### src/core/cmd_cap_pkg.sv
/*
  Package for the enhanced command capability register bank: offsets, field positions,
  command codes, status codes and the carrier structs of the APB slave.
  Assumes a 32-bit APB with byte addresses; each 64-bit register spans two words.
*/
package cmd_cap_pkg;

  localparam int          ADDR_W            = 12;
  localparam int          DATA_W            = 32;

  // Capability registers, low word at the offset, high word four bytes above
  localparam logic [11:0] OFF_MID_LOW_LO    = 12'h438;
  localparam logic [11:0] OFF_MID_LOW_HI    = 12'h43C;
  localparam logic [11:0] OFF_MID_HIGH_LO   = 12'h440;
  localparam logic [11:0] OFF_MID_HIGH_HI   = 12'h444;
  localparam logic [11:0] OFF_TOP_LO        = 12'h448;
  localparam logic [11:0] OFF_TOP_HI        = 12'h44C;
  // Local control/status words
  localparam logic [11:0] OFF_CTRL          = 12'h450;
  localparam logic [11:0] OFF_CHECK         = 12'h454;

  // Flag positions inside the top register (64-bit numbering)
  localparam int          BIT_ENABLE_ONE    = 48;
  localparam int          BIT_DISABLE_ONE   = 49;
  localparam int          BIT_CLEAR_SETUP   = 50;
  localparam int          BIT_CLEAR_VALUES  = 51;
  localparam int          BIT_HALT_ALL      = 52;
  localparam int          BIT_THAW_ALL      = 53;
  localparam int          FLAG_COUNT        = 6;
  localparam int          FLAG_LSB_HI_WORD  = BIT_ENABLE_ONE - 32;

  // Command codes covered by the top register start here
  localparam logic [7:0]  TOP_CODE_BASE     = 8'hC0;
  localparam logic [7:0]  CODE_ENABLE_ONE   = 8'hF0;

  localparam logic [6:0]  STATUS_OK         = 7'h00;
  localparam logic [6:0]  STATUS_UNDEFINED  = 7'h01;

  localparam logic [31:0] WORD_ZERO         = 32'h0000_0000;
  localparam logic [7:0]  CODE_RESET        = 8'h00;

  typedef struct packed {
    logic              psel;
    logic              penable;
    logic              pwrite;
    logic [ADDR_W-1:0] paddr;
    logic [DATA_W-1:0] pwdata;
  } apb_req_t;

  typedef struct packed {
    logic              pready;
    logic              pslverr;
    logic [DATA_W-1:0] prdata;
  } apb_rsp_t;

endpackage : cmd_cap_pkg

### src/core/cmd_cap_regs.sv
/*
  Enhanced command capability register bank with an APB slave.
  Assumes one clock (pclk), asynchronous active-low reset, and a straps input that
  comes from a static configuration source outside the clock domain.
*/
// Functional notes
// The register for command codes 64 to 127 sits at 438h and reads all zero.
// The register for command codes 128 to 191 sits at 440h and reads all zero.
// The register for command codes 192 to 255 sits at 448h.
// Without enhanced command support every one of these registers reads zero and ignores writes.
// Bit 53 of the top register shows whether the unfreeze-all-counters command exists.
// Bit 52 of the top register shows whether the freeze-all-counters command exists.
// Bit 51 of the top register shows whether the clear-all-counter-values command exists.
// Bit 50 of the top register shows whether the reset-all-counter-configuration command exists.
// Bit 49 of the top register shows whether the disable-one-counter command exists.
// Bit 48 of the top register shows whether the enable-one-counter command exists.
// A command reported unsupported completes with status code 1, undefined command.
// Capability bits are fixed read-only values; reserved bits read zero and writes are ignored.
// Flag bits 48 to 53 map to command codes 240 to 245, position equals code minus 192.
`timescale 1ns/1ps
module cmd_cap_regs
  import cmd_cap_pkg::*;
#(
  parameter logic [FLAG_COUNT-1:0] SUPPORTED = 6'h3F
)(
  input  wire logic                  pclk,
  input  wire logic                  presetn,
  input  wire logic                  clk_en,
  input  wire logic                  extended_command_present,
  input  wire apb_req_t              apb_req,
  output apb_rsp_t                   apb_rsp,
  output logic [FLAG_COUNT-1:0]      support_flags
);

  typedef enum logic [1:0] {
    ST_IDLE   = 2'b00,
    ST_ACCESS = 2'b01
  } bus_state_t;

  bus_state_t            state;
  logic [2:0]            present_sync;
  logic                  present;
  logic [FLAG_COUNT-1:0] flags;
  logic [7:0]            check_code;
  logic [6:0]            check_status;
  logic [31:0]           next_rdata;
  logic                  next_err;
  logic                  hit;
  logic [31:0]           prdata;
  logic                  pslverr;
  logic [31:0]           top_hi_word;
  logic                  setup_taken;

  // Strap passes three flops; it counts once the second and third agree
  always_ff @(posedge pclk or negedge presetn)
  begin
    if (!presetn)
      present_sync <= 3'h0;
    else if (clk_en)
      present_sync <= {present_sync[1:0], extended_command_present};
  end

  always_ff @(posedge pclk or negedge presetn)
  begin
    if (!presetn)
      present <= 1'b0;
    else if (clk_en && (present_sync[1] == present_sync[2]))
      present <= present_sync[2];
  end

  // Flags are masked to zero when the whole set is absent
  always_comb
  begin
    flags = present ? SUPPORTED : '0;
  end
  assign support_flags = flags;

  // Access phase state
  always_ff @(posedge pclk or negedge presetn)
  begin
    if (!presetn)
      state <= ST_IDLE;
    else if (clk_en)
    begin
      case (state)
        ST_IDLE:   state <= (apb_req.psel && !apb_req.penable) ? ST_ACCESS : ST_IDLE;
        ST_ACCESS: state <= ST_IDLE;
        default:   state <= ST_IDLE;
      endcase
    end
  end

  // Setup cycle accepted at this edge
  assign setup_taken = clk_en && state == ST_IDLE && apb_req.psel && !apb_req.penable;

  // Each flag lands at its own bit of the top high word; the rest stays zero
  genvar g;
  generate
    for (g = 0; g < 32; g++)
    begin : g_top_bit
      if (g >= FLAG_LSB_HI_WORD && g < FLAG_LSB_HI_WORD + FLAG_COUNT)
      begin : g_flag
        assign top_hi_word[g] = flags[g - FLAG_LSB_HI_WORD];
      end
      else
      begin : g_rsvd
        assign top_hi_word[g] = 1'b0;
      end
    end
  endgenerate

  // Read decode; writes to capability words are dropped
  always_comb
  begin
    next_rdata = WORD_ZERO;
    next_err   = 1'b0;
    hit        = 1'b1;
    case (apb_req.paddr)
      OFF_MID_LOW_LO, OFF_MID_LOW_HI:   next_rdata = WORD_ZERO;
      OFF_MID_HIGH_LO, OFF_MID_HIGH_HI: next_rdata = WORD_ZERO;
      OFF_TOP_LO:                       next_rdata = WORD_ZERO;
      OFF_TOP_HI:                       next_rdata = top_hi_word;
      OFF_CTRL:                         next_rdata = {24'h0, check_status, present};
      OFF_CHECK:                        next_rdata = {24'h0, check_code};
      default:
      begin
        hit      = 1'b0;
        next_err = 1'b1;
      end
    endcase
  end

  always_ff @(posedge pclk or negedge presetn)
  begin
    if (!presetn)
    begin
      prdata  <= WORD_ZERO;
      pslverr <= 1'b0;
    end
    else if (clk_en && state == ST_IDLE && apb_req.psel && !apb_req.penable)
    begin
      prdata  <= apb_req.pwrite ? WORD_ZERO : next_rdata;
      pslverr <= next_err;
    end
  end

  // Command probe: software writes a code, hardware reports the status it would get
  always_ff @(posedge pclk or negedge presetn)
  begin
    if (!presetn)
    begin
      check_code   <= CODE_RESET;
      check_status <= STATUS_UNDEFINED;
    end
    else if (clk_en)
    begin
      if (state == ST_ACCESS && apb_req.psel && apb_req.penable && apb_req.pwrite
          && apb_req.paddr == OFF_CHECK)
        check_code <= apb_req.pwdata[7:0];
      check_status <= code_ok(check_code) ? STATUS_OK : STATUS_UNDEFINED;
    end
  end

  function automatic logic code_ok(input logic [7:0] code);
    logic [7:0] pos;
    pos = code - CODE_ENABLE_ONE;
    code_ok = (code >= CODE_ENABLE_ONE) && (pos < 8'(FLAG_COUNT)) && flags[pos[2:0]];
  endfunction : code_ok

  // One driver for the whole response struct
  assign apb_rsp = '{
    pready:  (state == ST_ACCESS),
    pslverr: pslverr && (state == ST_ACCESS),
    prdata:  prdata
  };

  // Checks

  AST_MID_ZERO: assert property (@(posedge pclk) disable iff (!presetn)
    (clk_en && state == ST_IDLE && apb_req.psel && !apb_req.penable && !apb_req.pwrite
     && apb_req.paddr[11:4] == 8'h43 && apb_req.paddr[3]) ##1 apb_rsp.pready |-> apb_rsp.prdata == WORD_ZERO)
    else $error("mid_low word not zero");
  AST_MIDHI_ZERO: assert property (@(posedge pclk) disable iff (!presetn)
    (clk_en && state == ST_IDLE && apb_req.psel && !apb_req.penable && apb_req.paddr == OFF_MID_HIGH_HI)
    |=> apb_rsp.prdata == WORD_ZERO)
    else $error("mid_high word not zero");
  AST_TOP_READ: assert property (@(posedge pclk) disable iff (!presetn)
    (clk_en && state == ST_IDLE && apb_req.psel && !apb_req.penable && !apb_req.pwrite
     && apb_req.paddr == OFF_TOP_HI) |=> apb_rsp.prdata[21:16] == $past(flags))
    else $error("top word does not show flags");
  AST_ABSENT: assert property (@(posedge pclk) disable iff (!presetn)
    !present |-> support_flags == '0)
    else $error("flags visible without support");
  AST_THAW: assert property (@(posedge pclk) disable iff (!presetn)
    present |-> support_flags[BIT_THAW_ALL-BIT_ENABLE_ONE] == SUPPORTED[5])
    else $error("thaw flag wrong");
  AST_HALT: assert property (@(posedge pclk) disable iff (!presetn)
    present |-> support_flags[BIT_HALT_ALL-BIT_ENABLE_ONE] == SUPPORTED[4])
    else $error("halt flag wrong");
  AST_RSVD: assert property (@(posedge pclk) disable iff (!presetn)
    apb_rsp.pready && $past(apb_req.paddr == OFF_TOP_HI) |-> apb_rsp.prdata[31:22] == 10'h0
      && apb_rsp.prdata[15:0] == 16'h0)
    else $error("reserved bits set");
  AST_UNDEF: assert property (@(posedge pclk) disable iff (!presetn)
    clk_en && !present ##1 clk_en |-> check_status == STATUS_UNDEFINED)
    else $error("unsupported command not undefined");
  AST_STABLE: assert property (@(posedge pclk) disable iff (!presetn)
    $stable(present) |-> $stable(support_flags))
    else $error("capability changed by access");

  AST_CLEAR_VALUES: assert property (@(posedge pclk) disable iff (!presetn)
    present
    |->
    support_flags[BIT_CLEAR_VALUES-BIT_ENABLE_ONE] == SUPPORTED[3])
    else $error("clear values flag wrong");

  AST_CLEAR_SETUP: assert property (@(posedge pclk) disable iff (!presetn)
    present
    |->
    support_flags[BIT_CLEAR_SETUP-BIT_ENABLE_ONE] == SUPPORTED[2])
    else $error("clear setup flag wrong");

  AST_DISABLE_ONE: assert property (@(posedge pclk) disable iff (!presetn)
    present
    |->
    support_flags[BIT_DISABLE_ONE-BIT_ENABLE_ONE] == SUPPORTED[1])
    else $error("disable one flag wrong");

  AST_ENABLE_ONE: assert property (@(posedge pclk) disable iff (!presetn)
    present
    |->
    support_flags[0] == SUPPORTED[0])
    else $error("enable one flag wrong");

  AST_TOP_LOW_ZERO: assert property (@(posedge pclk) disable iff (!presetn)
    setup_taken && !apb_req.pwrite && apb_req.paddr == OFF_TOP_LO
    |=>
    apb_rsp.prdata == WORD_ZERO)
    else $error("top low word not zero");

  AST_PROBE_OK: assert property (@(posedge pclk) disable iff (!presetn)
    clk_en && present && check_code >= CODE_ENABLE_ONE && check_code < CODE_ENABLE_ONE + 8'(FLAG_COUNT)
    && SUPPORTED[check_code[2:0]] ##1 clk_en
    |->
    check_status == STATUS_OK)
    else $error("supported command not reported ok");

  AST_PROBE_OUTSIDE: assert property (@(posedge pclk) disable iff (!presetn)
    clk_en && (check_code < CODE_ENABLE_ONE || check_code >= CODE_ENABLE_ONE + 8'(FLAG_COUNT)) ##1 clk_en
    |->
    check_status == STATUS_UNDEFINED)
    else $error("code outside the flags not undefined");

  AST_CTRL_LAYOUT: assert property (@(posedge pclk) disable iff (!presetn)
    setup_taken && !apb_req.pwrite && apb_req.paddr == OFF_CTRL
    |=>
    apb_rsp.prdata[7:1] == $past(check_status) && apb_rsp.prdata[0] == $past(present))
    else $error("status word layout wrong");

  AST_WRITE_DROPPED: assert property (@(posedge pclk) disable iff (!presetn)
    setup_taken && apb_req.pwrite && apb_req.paddr >= OFF_MID_LOW_LO && apb_req.paddr <= OFF_TOP_HI
    |=>
    apb_rsp.prdata == WORD_ZERO && !apb_rsp.pslverr)
    else $error("write to capability word had an effect");

  AST_UNMAPPED_ERR: assert property (@(posedge pclk) disable iff (!presetn)
    setup_taken && !hit
    |=>
    apb_rsp.pready && apb_rsp.pslverr)
    else $error("unmapped word without error");

  AST_READY_ONE: assert property (@(posedge pclk) disable iff (!presetn)
    apb_rsp.pready && clk_en
    |=>
    !apb_rsp.pready)
    else $error("ready held past one cycle");

  AST_FREEZE: assert property (@(posedge pclk) disable iff (!presetn)
    !clk_en
    |=>
    $stable(state) && $stable(present) && $stable(check_code) && $stable(check_status))
    else $error("state moved while clock enable low");

  AST_FREEZE_DATA: assert property (@(posedge pclk) disable iff (!presetn)
    !clk_en
    |=>
    $stable(apb_rsp.prdata))
    else $error("read data moved while clock enable low");

  // Every flag follows its own supported bit
  generate
    for (g = 0; g < FLAG_COUNT; g++)
    begin : g_flag_check
      AST_FLAG_BIT: assert property (@(posedge pclk) disable iff (!presetn)
        support_flags[g] == (present && SUPPORTED[g]))
        else $error("flag bit does not follow its code");
    end
  endgenerate

endmodule : cmd_cap_regs

### config.mk
export PLATFORM = sky130hd
export DESIGN_NAME = cmd_cap_regs
export DESIGN_NICKNAME = d
export VERILOG_FILES = /design/src/core/cmd_cap_pkg.sv /design/src/core/cmd_cap_regs.sv
export SDC_FILE = /design/constraint.sdc
export NUM_CORES = 1
export LEC_CHECK = 0
export BUFFER_PORTS_ARGS = -buffer_cell sky130_fd_sc_hd__buf_2
export CORE_MARGIN = 5
export CORE_UTILIZATION = 41
export CTS_CLUSTER_SIZE = 40
export DETAILED_ROUTE_END_ITERATION = 7
export PLACE_DENSITY = 0.77
export SYNTH_ARGS = -nofsm -noshare
export SYNTH_HDL_FRONTEND = slang
export SYNTH_SLANG_ARGS = --single-unit
### constraint.sdc
create_clock -name pclk -period 1.9 [get_ports pclk]
set_clock_uncertainty 0.2 [all_clocks]
set_input_delay 0.38 -clock pclk [delete_from_list [all_inputs] [get_ports pclk]]
set_output_delay 0.38 -clock pclk [all_outputs]
set_load 0.05 [all_outputs]
# [After elaboration in Yosys (flattened, before gate mapping)]
# Cells that the tools add are included.
[totals] ff_bits=54 input_bits=51 out_inout_bits=40 word_cells=46
[classes] addsub=1 n_lt_le_gt_ge=3 n_eq_ne=10 mux=9 reduce_logical=16
[op_table] operator="$eq 12x11->1 const B" count=8
[op_table] operator="$pmux 22 s3" count=1
[op_table] operator="$mux 32" count=1
[op_table] operator="$logic_and 1x1->1" count=12
[op_table] operator="$ge 8x8->1 const B" count=1
[op_table] operator="$lt 8x3->1 const B" count=1
[op_table] operator="$reduce_or 8->1" count=1
[op_table] operator="$sub 8x8->8 const B" count=1
[op_table] operator="$mux 6" count=1
[op_table] operator="$mux 1" count=5
[op_table] operator="$lt 3x4->1 const B" count=1
[op_table] operator="$bmux 1 s3" count=1
[op_table] operator="$eq 2x1->1 const B" count=1
[op_table] operator="$logic_not 2->1" count=1
[op_table] operator="$reduce_and 2->1" count=1
[op_table] operator="$eq 1x1->1" count=1
[op_table] operator="$logic_not 1->1" count=1

# [Depth between registers and ports, before layout]
# Gate-level depths: netlist of run 1.
[logic_depth] word_depth=6 depth_mapped=7 mapped_depth_nobuf=4

# [Worst setup path before layout of run 1]
# Ideal clock, no wire load.
[synth_path] kind="input -> register" startpoint="input apb_req[39] (netlist bit)" endpoint="register check_code[0]" setup_time_ps=125 t_arrival_ps=1732 t_required_ps=1575 path_slack_ps=-157 path_stages=5 n_path_buf=1 path_cell_list="nor4_1 > nand2_1 > or4_4 > buf_6 > mux2_4"
[synth_between] elab_chain_len=3
[synth_rtl] item="start: declaration" line="cmd_cap_regs.sv:30" source="input wire apb_req_t apb_req,"
[synth_rtl] item="$eq 12x11->1" line="cmd_cap_regs.sv:158" source="&& apb_req.paddr == OFF_CHECK)"
[synth_rtl] item="$logic_and 1x1->1" line="cmd_cap_regs.sv:158"
[synth_rtl] item="$reduce_and 2->1 (no source line)"
[synth_rtl] item="end signal: assignment" line="cmd_cap_regs.sv:159" source="check_code <= apb_req.pwdata[7:0];"
[synth_rtl] item="end: declaration" line="cmd_cap_regs.sv:44" source="logic [7:0] check_code;"
# Every way passes these cells.
# A chain may end at the register's enable or synchronous reset.

# [Worst setup path in the final report of run 1]
[layout_path] startpoint="input apb_req[39] (netlist bit)" endpoint="register check_code[6]"
# The elaborated chain is that of the path after synthesis.

==> metrics.csv, run 1 <==
stage;metric;value;unit
synthesis;Post-Syn Area;1340;sq um
global_route;vias in the first global route;893;
sta;worst slew pin tran;0.5054;ns
sta;Final Cycle Share;97.03;%
synthesis;cell taking the most area after synthesis;dfrtp_1;
clocking;cts bufs inserted;3;
sta;Final Hold Viols;0;
worst_setup_path;Critical Path RT;1.90;ns
floorplan;io pins;91;
global_route;largest net degree at the start of global routing;25;
worst_setup_path;Critical Path AT;1.84;ns
synthesis;Synth cell types;31;
drt;DRT Pass-1 Iters;4;
final_layout;post-route non-filler standard cell count;220;
sta;relative slew slack;66.31;%
final_layout;share of cells above drive strength 1;44.32;%
power_and_ir_drop;Switching Share;39.18;%
final_layout;Nets;228;
global_route;total gr overflow;0;
power_and_ir_drop;pwr dens;724.5;nW/um^2
synthesis;main combinational cell family by area after synthesis;buffers and inverters;
clocking;CTS Sinks;24;
synthesis;fraction of registers with async set/reset;100.0;%
synthesis;top cell type's share of synthesized area;42.95;%
worst_setup_path;crit start category;input pin;
power_and_ir_drop;Seq pwr share;48.3;%
synthesis;simple-gate share of the synthesized area;16.71;%
sta;Final WS setup;0.05647;ns
floorplan;die height;67.17;microns
clocking;Root Buffer;clkbuf_4;
drt;remaining antenna violation count;0;
power_and_ir_drop;internal power;0.0006953;W
synthesis;Post-Synth XOR/XNOR Area;0;%
power_and_ir_drop;net switching power;0.0004479;W
sta;Max Clock Freq;542.4;MHz
sta;RSZ-0062 raised after global routing;no;
drt;wire length on met3;284;microns
synthesis;Post-synth top cells;buf_4 (29), dfrtp_1 (23), nand2_1 (18);
place;Placed Cells;214;
power_and_ir_drop;leakage power;0.8392;nW
synthesis;Main synth FF type;dfrtp_1;
clocking;# resized after CTS;0;
power_and_ir_drop;Max VDD drop;0.0002992;V
drt;WL/cell;11.65;microns
floorplan;chip width;67.17;microns
drt;DRT iter0 DRCs;62;
synthesis;Synth Area in Adders;0;%
job;# Max-Cap Violations;0;
place;dpl ws;-0.3079;ns
final_layout;Layout area overhead;17.74;%
floorplan;number of cell rows;20;
worst_setup_path;element type at the critical path end;register;
floorplan;die area;4512;sq um
drt;met2 WL post-DR;1221;microns
clocking;Worst-path clk slew;0.12;ns
worst_hold_path;Hold Path Class;input pin to register;
final_layout;fin util;50.85;%
power_and_ir_drop;Clock Power Share;19.1;%
sta;final setup fails;0;
clocking;TritonCTS clock tree;done;
drt;post-DR vias/cell;4.450;
synthesis;#FFs+latches synth;24;
synthesis;main area contributors after synthesis;dfrtp_1 (43%), buf_4 (16%), mux2_4 (9.0%);
drt;M1 wire length;1047;microns
global_route;initial antenna violation count;0;
drt;Post-route DRC;0;
global_route;global-route wire length before repair;4050;microns
place;dpl hpwl;2125;microns
drt;highest metal used;met4;
status;status;completed;
sta;minimum clock period;1.844;ns
global_route;total track usage;11.70;%
synthesis;Syn Inst Count;128;
synthesis;top-count cell post-synth;buf_4;
place;PortBufs;48;
clocking;H-tree depth;1;
floorplan;Initial Util;43.19;%
synthesis;syn_area_per_cell;10.47;sq um
synthesis;post-synthesis mux area share;12.98;%
drt;WL final;2562;microns
place;routability congestion estimate;0.8094;
synthesis;register area share after synthesis;44.91;%
sta;final slew viol count;0;
synthesis;Synth Area in Compound Gates;6.909;%
worst_setup_path;CP Class;input pin to register;
drt;via count;979;
clocking;maximum buffer depth of the clock tree;2;
synthesis;Yosys warnings;0;
synthesis;number of synthesized flops with an enable pin;0;
final_layout;ant diodes;0;
power_and_ir_drop;Combinational Power Share;32.7;%
worst_setup_path;Max FO, Critical Path;8;
floorplan;core area;3103;sq um
clocking;worst-skew pair later-pin latency;0.30;ns
sta;setup TNS;0;ns
## routing by layer
layer | vias up | track usage (%)
met5 | - | 0
met3 | 2 | 3.328
met1 | 443 | 13.81
li1 | 493 | -
met4 | 0 | 3.038
met2 | 41 | 20.74
## registers in the layout, summed over array words and instances (netlist names)
register,count
check_code,8
check_status,1
prdata,9
present,1
present_sync,3
pslverr,1
state,1
## final timing paths
| path | from | cells after the start | end | slack [ns] |
|---|---|---|---|---|
| worst max-delay path | apb_req[39] | 5 | check_code[6] | 0.06 |
| worst min-delay path | apb_req[44] | 2 | prdata[20] | 0.1 |
| worst max register to register | state[0] | 3 | check_code[6] | 0.10 |
| worst min register to register | prdata[5] | 2 | prdata[5] | 0.29 |
| max in group asynchronous | presetn | 2 | check_status[0] | 0.76 |
| min in group asynchronous | presetn | 2 | prdata[1] | 0.38 |
## area by class of cell
class	count	area (sq um)
Inverter	1	3.754
Clock buffer	4	26.28
Tap cell	44	55.05
Fill cell	312	1525
Sequential cell	24	601.8
Timing Repair Buffer	60	332.8
Multi-Input combinational cell	87	558.0
## repair_timing
| action | in CTS | in global routing |
|---|---|---|
| setup buffers | 0 | 1 |
| endpoints found under the hold margin | 23 | 0 |
| endpoints found under the setup margin | 0 | 1 |
| hold buffers | 1 | 0 |
## through the flow
step                instance area (sq um)  power [W]  hold slack, ns
global route                         1578   0.001201         0.07333
finish                               1578   0.001143         0.09576
floorplan                            1408  0.0009066         -0.1156
global placement                     1534  0.0009276          0.1761
CTS                                  1570   0.001149         0.08110
detailed placement                   1534  0.0009319          0.1793
## placed cells by master, fill, tap and decap left out, drive strengths merged
master / instances
o31ai: 2
nor3: 2
a21oi: 5
nor2b: 2
nor4b: 1
o41ai: 1
nor4: 1
conb: 18
nand3: 1
buf: 59
inv: 1
nand3b: 1
or3: 3
mux2: 11
clkbuf: 4
or4: 1
nand4: 2
dfrtp: 23
nand4b: 2
nand2: 19
dlygate4sd3: 1
a41oi: 1
mux2i: 2
nor2: 3
nand2b: 1
dfstp: 1
and2: 1
o21ai: 7
## kinds of logic after synthesis
| kind of cell | after synthesis |
|---|---|
| other cells | 1 |
| buf+inv | 34 |
| flops | 24 |
| compound gates | 16 |
| simple gates | 40 |
| mux | 13 |
## power by group through the flow
stage | clock network (W) | registers [W] | logic [W]
2_1_floorplan | 0 | 0.000563 | 0.000343
3_3_place_gp | 0 | 0.000561 | 0.000367
3_5_place_dp | 0 | 0.000562 | 0.000370
4_1_cts | 0.000225 | 0.000552 | 0.000372
5_1_grt | 0.000254 | 0.000557 | 0.000391
6_report | 0.000218 | 0.000552 | 0.000373
## critical path, stage by stage
cell,delay (ns)
buf_2,0.09
nor4_1,0.26
nand2_1,0.13
or4_4,0.65
mux2_4,0.33
Note: power is estimated with default switching activity, not from simulation.
==> run 2: changes to the inputs <==
--- a/config.mk
+++ b/config.mk
@@ -5,12 +5,13 @@
 export SDC_FILE = /design/constraint.sdc
 export NUM_CORES = 1
 export LEC_CHECK = 0
+export ABC_AREA = 1
 export BUFFER_PORTS_ARGS = -buffer_cell sky130_fd_sc_hd__buf_2
 export CORE_MARGIN = 5
-export CORE_UTILIZATION = 41
+export CORE_UTILIZATION = 43
 export CTS_CLUSTER_SIZE = 40
 export DETAILED_ROUTE_END_ITERATION = 7
-export PLACE_DENSITY = 0.77
+export PLACE_DENSITY = 0.78
 export SYNTH_ARGS = -nofsm -noshare
 export SYNTH_HDL_FRONTEND = slang
 export SYNTH_SLANG_ARGS = --single-unit
==> run 2 against run 1 <==
Compared with the run above:
- sequential share of layout area decreased by 2.6 points
- power about the same
- sequential power is 2% lower
- critical endpoint is now support_flags[2]
- final cell count up 28%
==> metrics.csv, run 2 <==
stage;metric;value;unit;change
status;status;completed;;unchanged
global_route;vias in the first global route;1093;;was 893
floorplan;Initial Util;44.36;%;was 43.19%
synthesis;Post-Syn Area;1480;sq um;was 1340 sq um
sta;worst slew pin tran;0.5149;ns;was 0.5054 ns
drt;WL final;2815;microns;was 2562 microns
sta;relative slew slack;65.67;%;was 66.31%
worst_setup_path;R2R depth;5;;was 3
drt;WL/cell;9.982;microns;was 11.65 microns
final_layout;share of cells above drive strength 1;28.39;%;was 44.32%
drt;Post-route DRC;0;;unchanged
worst_setup_path;r2r startpoint;state[0];;unchanged
power_and_ir_drop;Max VDD drop;0.0003396;V;was 0.0002992 V
sta;RSZ-0062 raised after global routing;no;;unchanged
global_route;initial antenna violation count;0;;unchanged
power_and_ir_drop;total power draw;0.001144;W;was 0.001143 W
sta;setup TNS;0;ns;unchanged
clocking;post-CTS setup repair buffer count;0;;unchanged
worst_setup_path;CP Class;register to output port;;was input pin to register
worst_setup_path;Critical Path End;support_flags[2];;was check_code[6]
synthesis;Post-synth top cells;nand2_1 (63), buf_4 (30), nand3_1 (25);;was buf_4 (29), dfrtp_1 (23), nand2_1 (18)
worst_setup_path;Critical Path RT;1.32;ns;was 1.90 ns
worst_setup_path;Critical Path AT;1.19;ns;was 1.84 ns
synthesis;register area share after synthesis;40.66;%;was 44.91%
final_layout;fillers;349;;was 312
drt;DRT iter0 DRCs;49;;was 62
final_layout;max reg flops;9;;unchanged
final_layout;Layout area overhead;14.54;%;was 17.74%
sta;minimum clock period;1.771;ns;was 1.844 ns
final_layout;commonest non-fill, non-tap cells in the layout;nand2_1 (63), buf_2 (48), nand3_1 (25);;was buf_2 (48), dfrtp_1 (23), nand2_1 (18), conb_1 (18), buf_4 (11)
place;PortBufs;48;;unchanged
clocking;H-tree depth;1;;unchanged
sta;final setup fails;0;;unchanged
drt;DRT Pass-1 Iters;5;;was 4
global_route;total gr overflow;0;;unchanged
synthesis;fraction of registers with async set/reset;100.0;%;unchanged
final_layout;Largest regs;prdata x9, check_code x8, present_sync x3;;unchanged
worst_setup_path;Crit path depth;1;;was 5
final_layout;Reg with most FFs;prdata;;unchanged
sta;final slew viol count;0;;unchanged
clocking;Worst-path clk slew;0.13;ns;was 0.12 ns
job;# Max-Cap Violations;0;;unchanged
worst_setup_path;WP buf/inv;1;;unchanged
floorplan;core area;3337;sq um;was 3103 sq um
worst_hold_path;Worst Hold Launch;apb_req[5];;was apb_req[44]
floorplan;die area;4716;sq um;was 4512 sq um
worst_setup_path;r2r setup slk;0.38;ns;was 0.10 ns
worst_setup_path;CP Launch Point;present;;was apb_req[39]
final_layout;Nets;288;;was 228
final_layout;most common cell after layout, fill and taps aside;nand2_1;;was buf_2
place;dpl hpwl;2327;microns;was 2125 microns
place;routability congestion estimate;0.7848;;was 0.8094
synthesis;number of synthesized flops with an enable pin;0;;unchanged
worst_setup_path;Largest stage delay, worst path;0.55;ns;was 0.65 ns
worst_setup_path;crit start category;register;;was input pin
floorplan;die height;68.67;microns;was 67.17 microns
synthesis;top-count cell post-synth;nand2_1;;was buf_4
floorplan;chip width;68.67;microns;was 67.17 microns
sta;Final Hold Viols;0;;unchanged
drt;remaining antenna violation count;0;;unchanged
worst_setup_path;slowest CP cell;dfrtp_1;;was or4_4
synthesis;Main synth FF type;dfrtp_1;;unchanged
synthesis;main area contributors after synthesis;dfrtp_1 (39%), nand2_1 (16%), buf_4 (15%);;was dfrtp_1 (43%), buf_4 (16%), mux2_4 (9.0%)
sta;Max Clock Freq;564.5;MHz;was 542.4 MHz
synthesis;syn_area_per_cell;7.591;sq um;was 10.47 sq um
worst_hold_path;Hold Path Class;input pin to register;;unchanged
sta;Final Cycle Share;93.23;%;was 97.03%
final_layout;Register Area;601.8;sq um;unchanged
power_and_ir_drop;leakage power;1.043;nW;was 0.8392 nW
floorplan;number of cell rows;21;;was 20
floorplan;io pins;91;;unchanged
synthesis;#FFs+latches synth;24;;unchanged
clocking;worst-skew pair later-pin latency;0.31;ns;was 0.30 ns
worst_setup_path;r2r endpoint;check_code[0];;was check_code[6]
clocking;maximum buffer depth of the clock tree;2;;unchanged
worst_setup_path;Max FO, Critical Path;11;;was 8
global_route;total track usage;12.54;%;was 11.70%
synthesis;cell taking the most area after synthesis;dfrtp_1;;unchanged
power_and_ir_drop;pwr dens;674.9;nW/um^2;was 724.5 nW/um^2
synthesis;Yosys warnings;0;;unchanged
global_route;largest net degree at the start of global routing;25;;unchanged
global_route;global-route wire length before repair;4602;microns;was 4050 microns
clocking;TritonCTS clock tree;done;;unchanged
clocking;CTS Sinks;24;;unchanged
clocking;cts bufs inserted;3;;unchanged
worst_setup_path;worst-path cell chain;buf_2;;was buf_2 > nor4_1 > nand2_1 > or4_4 > mux2_4
final_layout;multi-input logic area;634.4;sq um;was 558.0 sq um
synthesis;Syn Inst Count;195;;was 128
worst_setup_path;cell family with most CP delay;flip-flops;;was simple AND/OR/NAND/NOR gates
final_layout;ant diodes;0;;unchanged
drt;via count;1220;;was 979
clocking;Root Buffer;clkbuf_4;;unchanged
worst_setup_path;element type at the critical path end;output port;;was register
synthesis;Synth cell types;23;;was 31
drt;post-DR vias/cell;4.326;;was 4.450
synthesis;top cell type's share of synthesized area;38.88;%;was 42.95%
-- run 2: changes by cell type in the layout (fill, tap and decap cells not counted), moves of 3 or more --
cell and change:
nand2_1 +45, nand3_1 +24, inv_1 +16, nor2_1 +12, buf_4 -10, mux2_4 -8
a21oi_1 -4, o21ai_0 -4, mux2_2 -3
-- run 2: repair_timing --
| action | in CTS | in global routing |
|---|---|---|
| resized for setup | 0 | 0 |
| hold buffers | 1 | 0 |
| endpoints found under the hold margin | 23 | 0 |
-- run 2: per-stage QoR --
step	worst slack [ns]	hold WS [ns]	std cells	cell area (sq um)	util, %
3_5_place_dp	0.2792	0.1823	277	1633	48.93
6_report	0.1286	0.08774	282	1695	50.81
4_1_cts	0.1310	0.08282	282	1695	50.81
5_1_grt	0.06193	0.09050	282	1695	50.81
2_1_floorplan	0.2025	-0.1156	212	1544	-
3_3_place_gp	0.2860	0.1800	277	1633	48.93
-- run 2: report_power, final --
group / total (W) / switching (W) / internal, W / leakage [nW]
Sequential: 0.000540 / 0.0000146 / 0.000526 / 0.324
Combinational: 0.000243 / 0.000194 / 0.0000494 / 0.691
Clock: 0.000361 / 0.000148 / 0.000213 / 0.0279
Total: 0.00114 / 0.000356 / 0.000788 / 1.04
-- run 2: worst min-delay path by stage --
stage | slack [ns] | end | cells past startpoint
after floorplan | -0.12 | check_code[0] | 0
after global placement | 0.18 | pslverr | 1
after detailed placement | 0.18 | state[0] | 1
after CTS | 0.08 | check_code[5] | 3
after global routing | 0.09 | check_code[6] | 3
final | 0.09 | check_code[5] | 3
-- run 2: kinds of logic after synthesis --
logic type | synth area share (%)
compound gates | 2.451
buf+inv | 20.79
flops | 40.66
other cells | 0.2533
simple gates | 35.84
-- run 2: layout make-up --
cell class              count  share of cell area (%)
multi-input cells         138                   37.42
flip-flops and latches     24                   35.50
repair buffers             51                   16.38
inverters                  19                   4.207
well taps                  46                   3.395
clock inverters             1                   1.771
clock buffers               3                   1.328
-- run 2: per-layer routing --
layer  GRT usage, %  routed length (microns)  part of all wire [%]  vias up
li1               -                        -                     -      640
met3          1.945                      279                   9.9        4
met4          4.467                       32                   1.1        0
met2          20.98                     1254                    45       52
met5              0                        0                     0        -
met1          16.28                     1248                    44      524
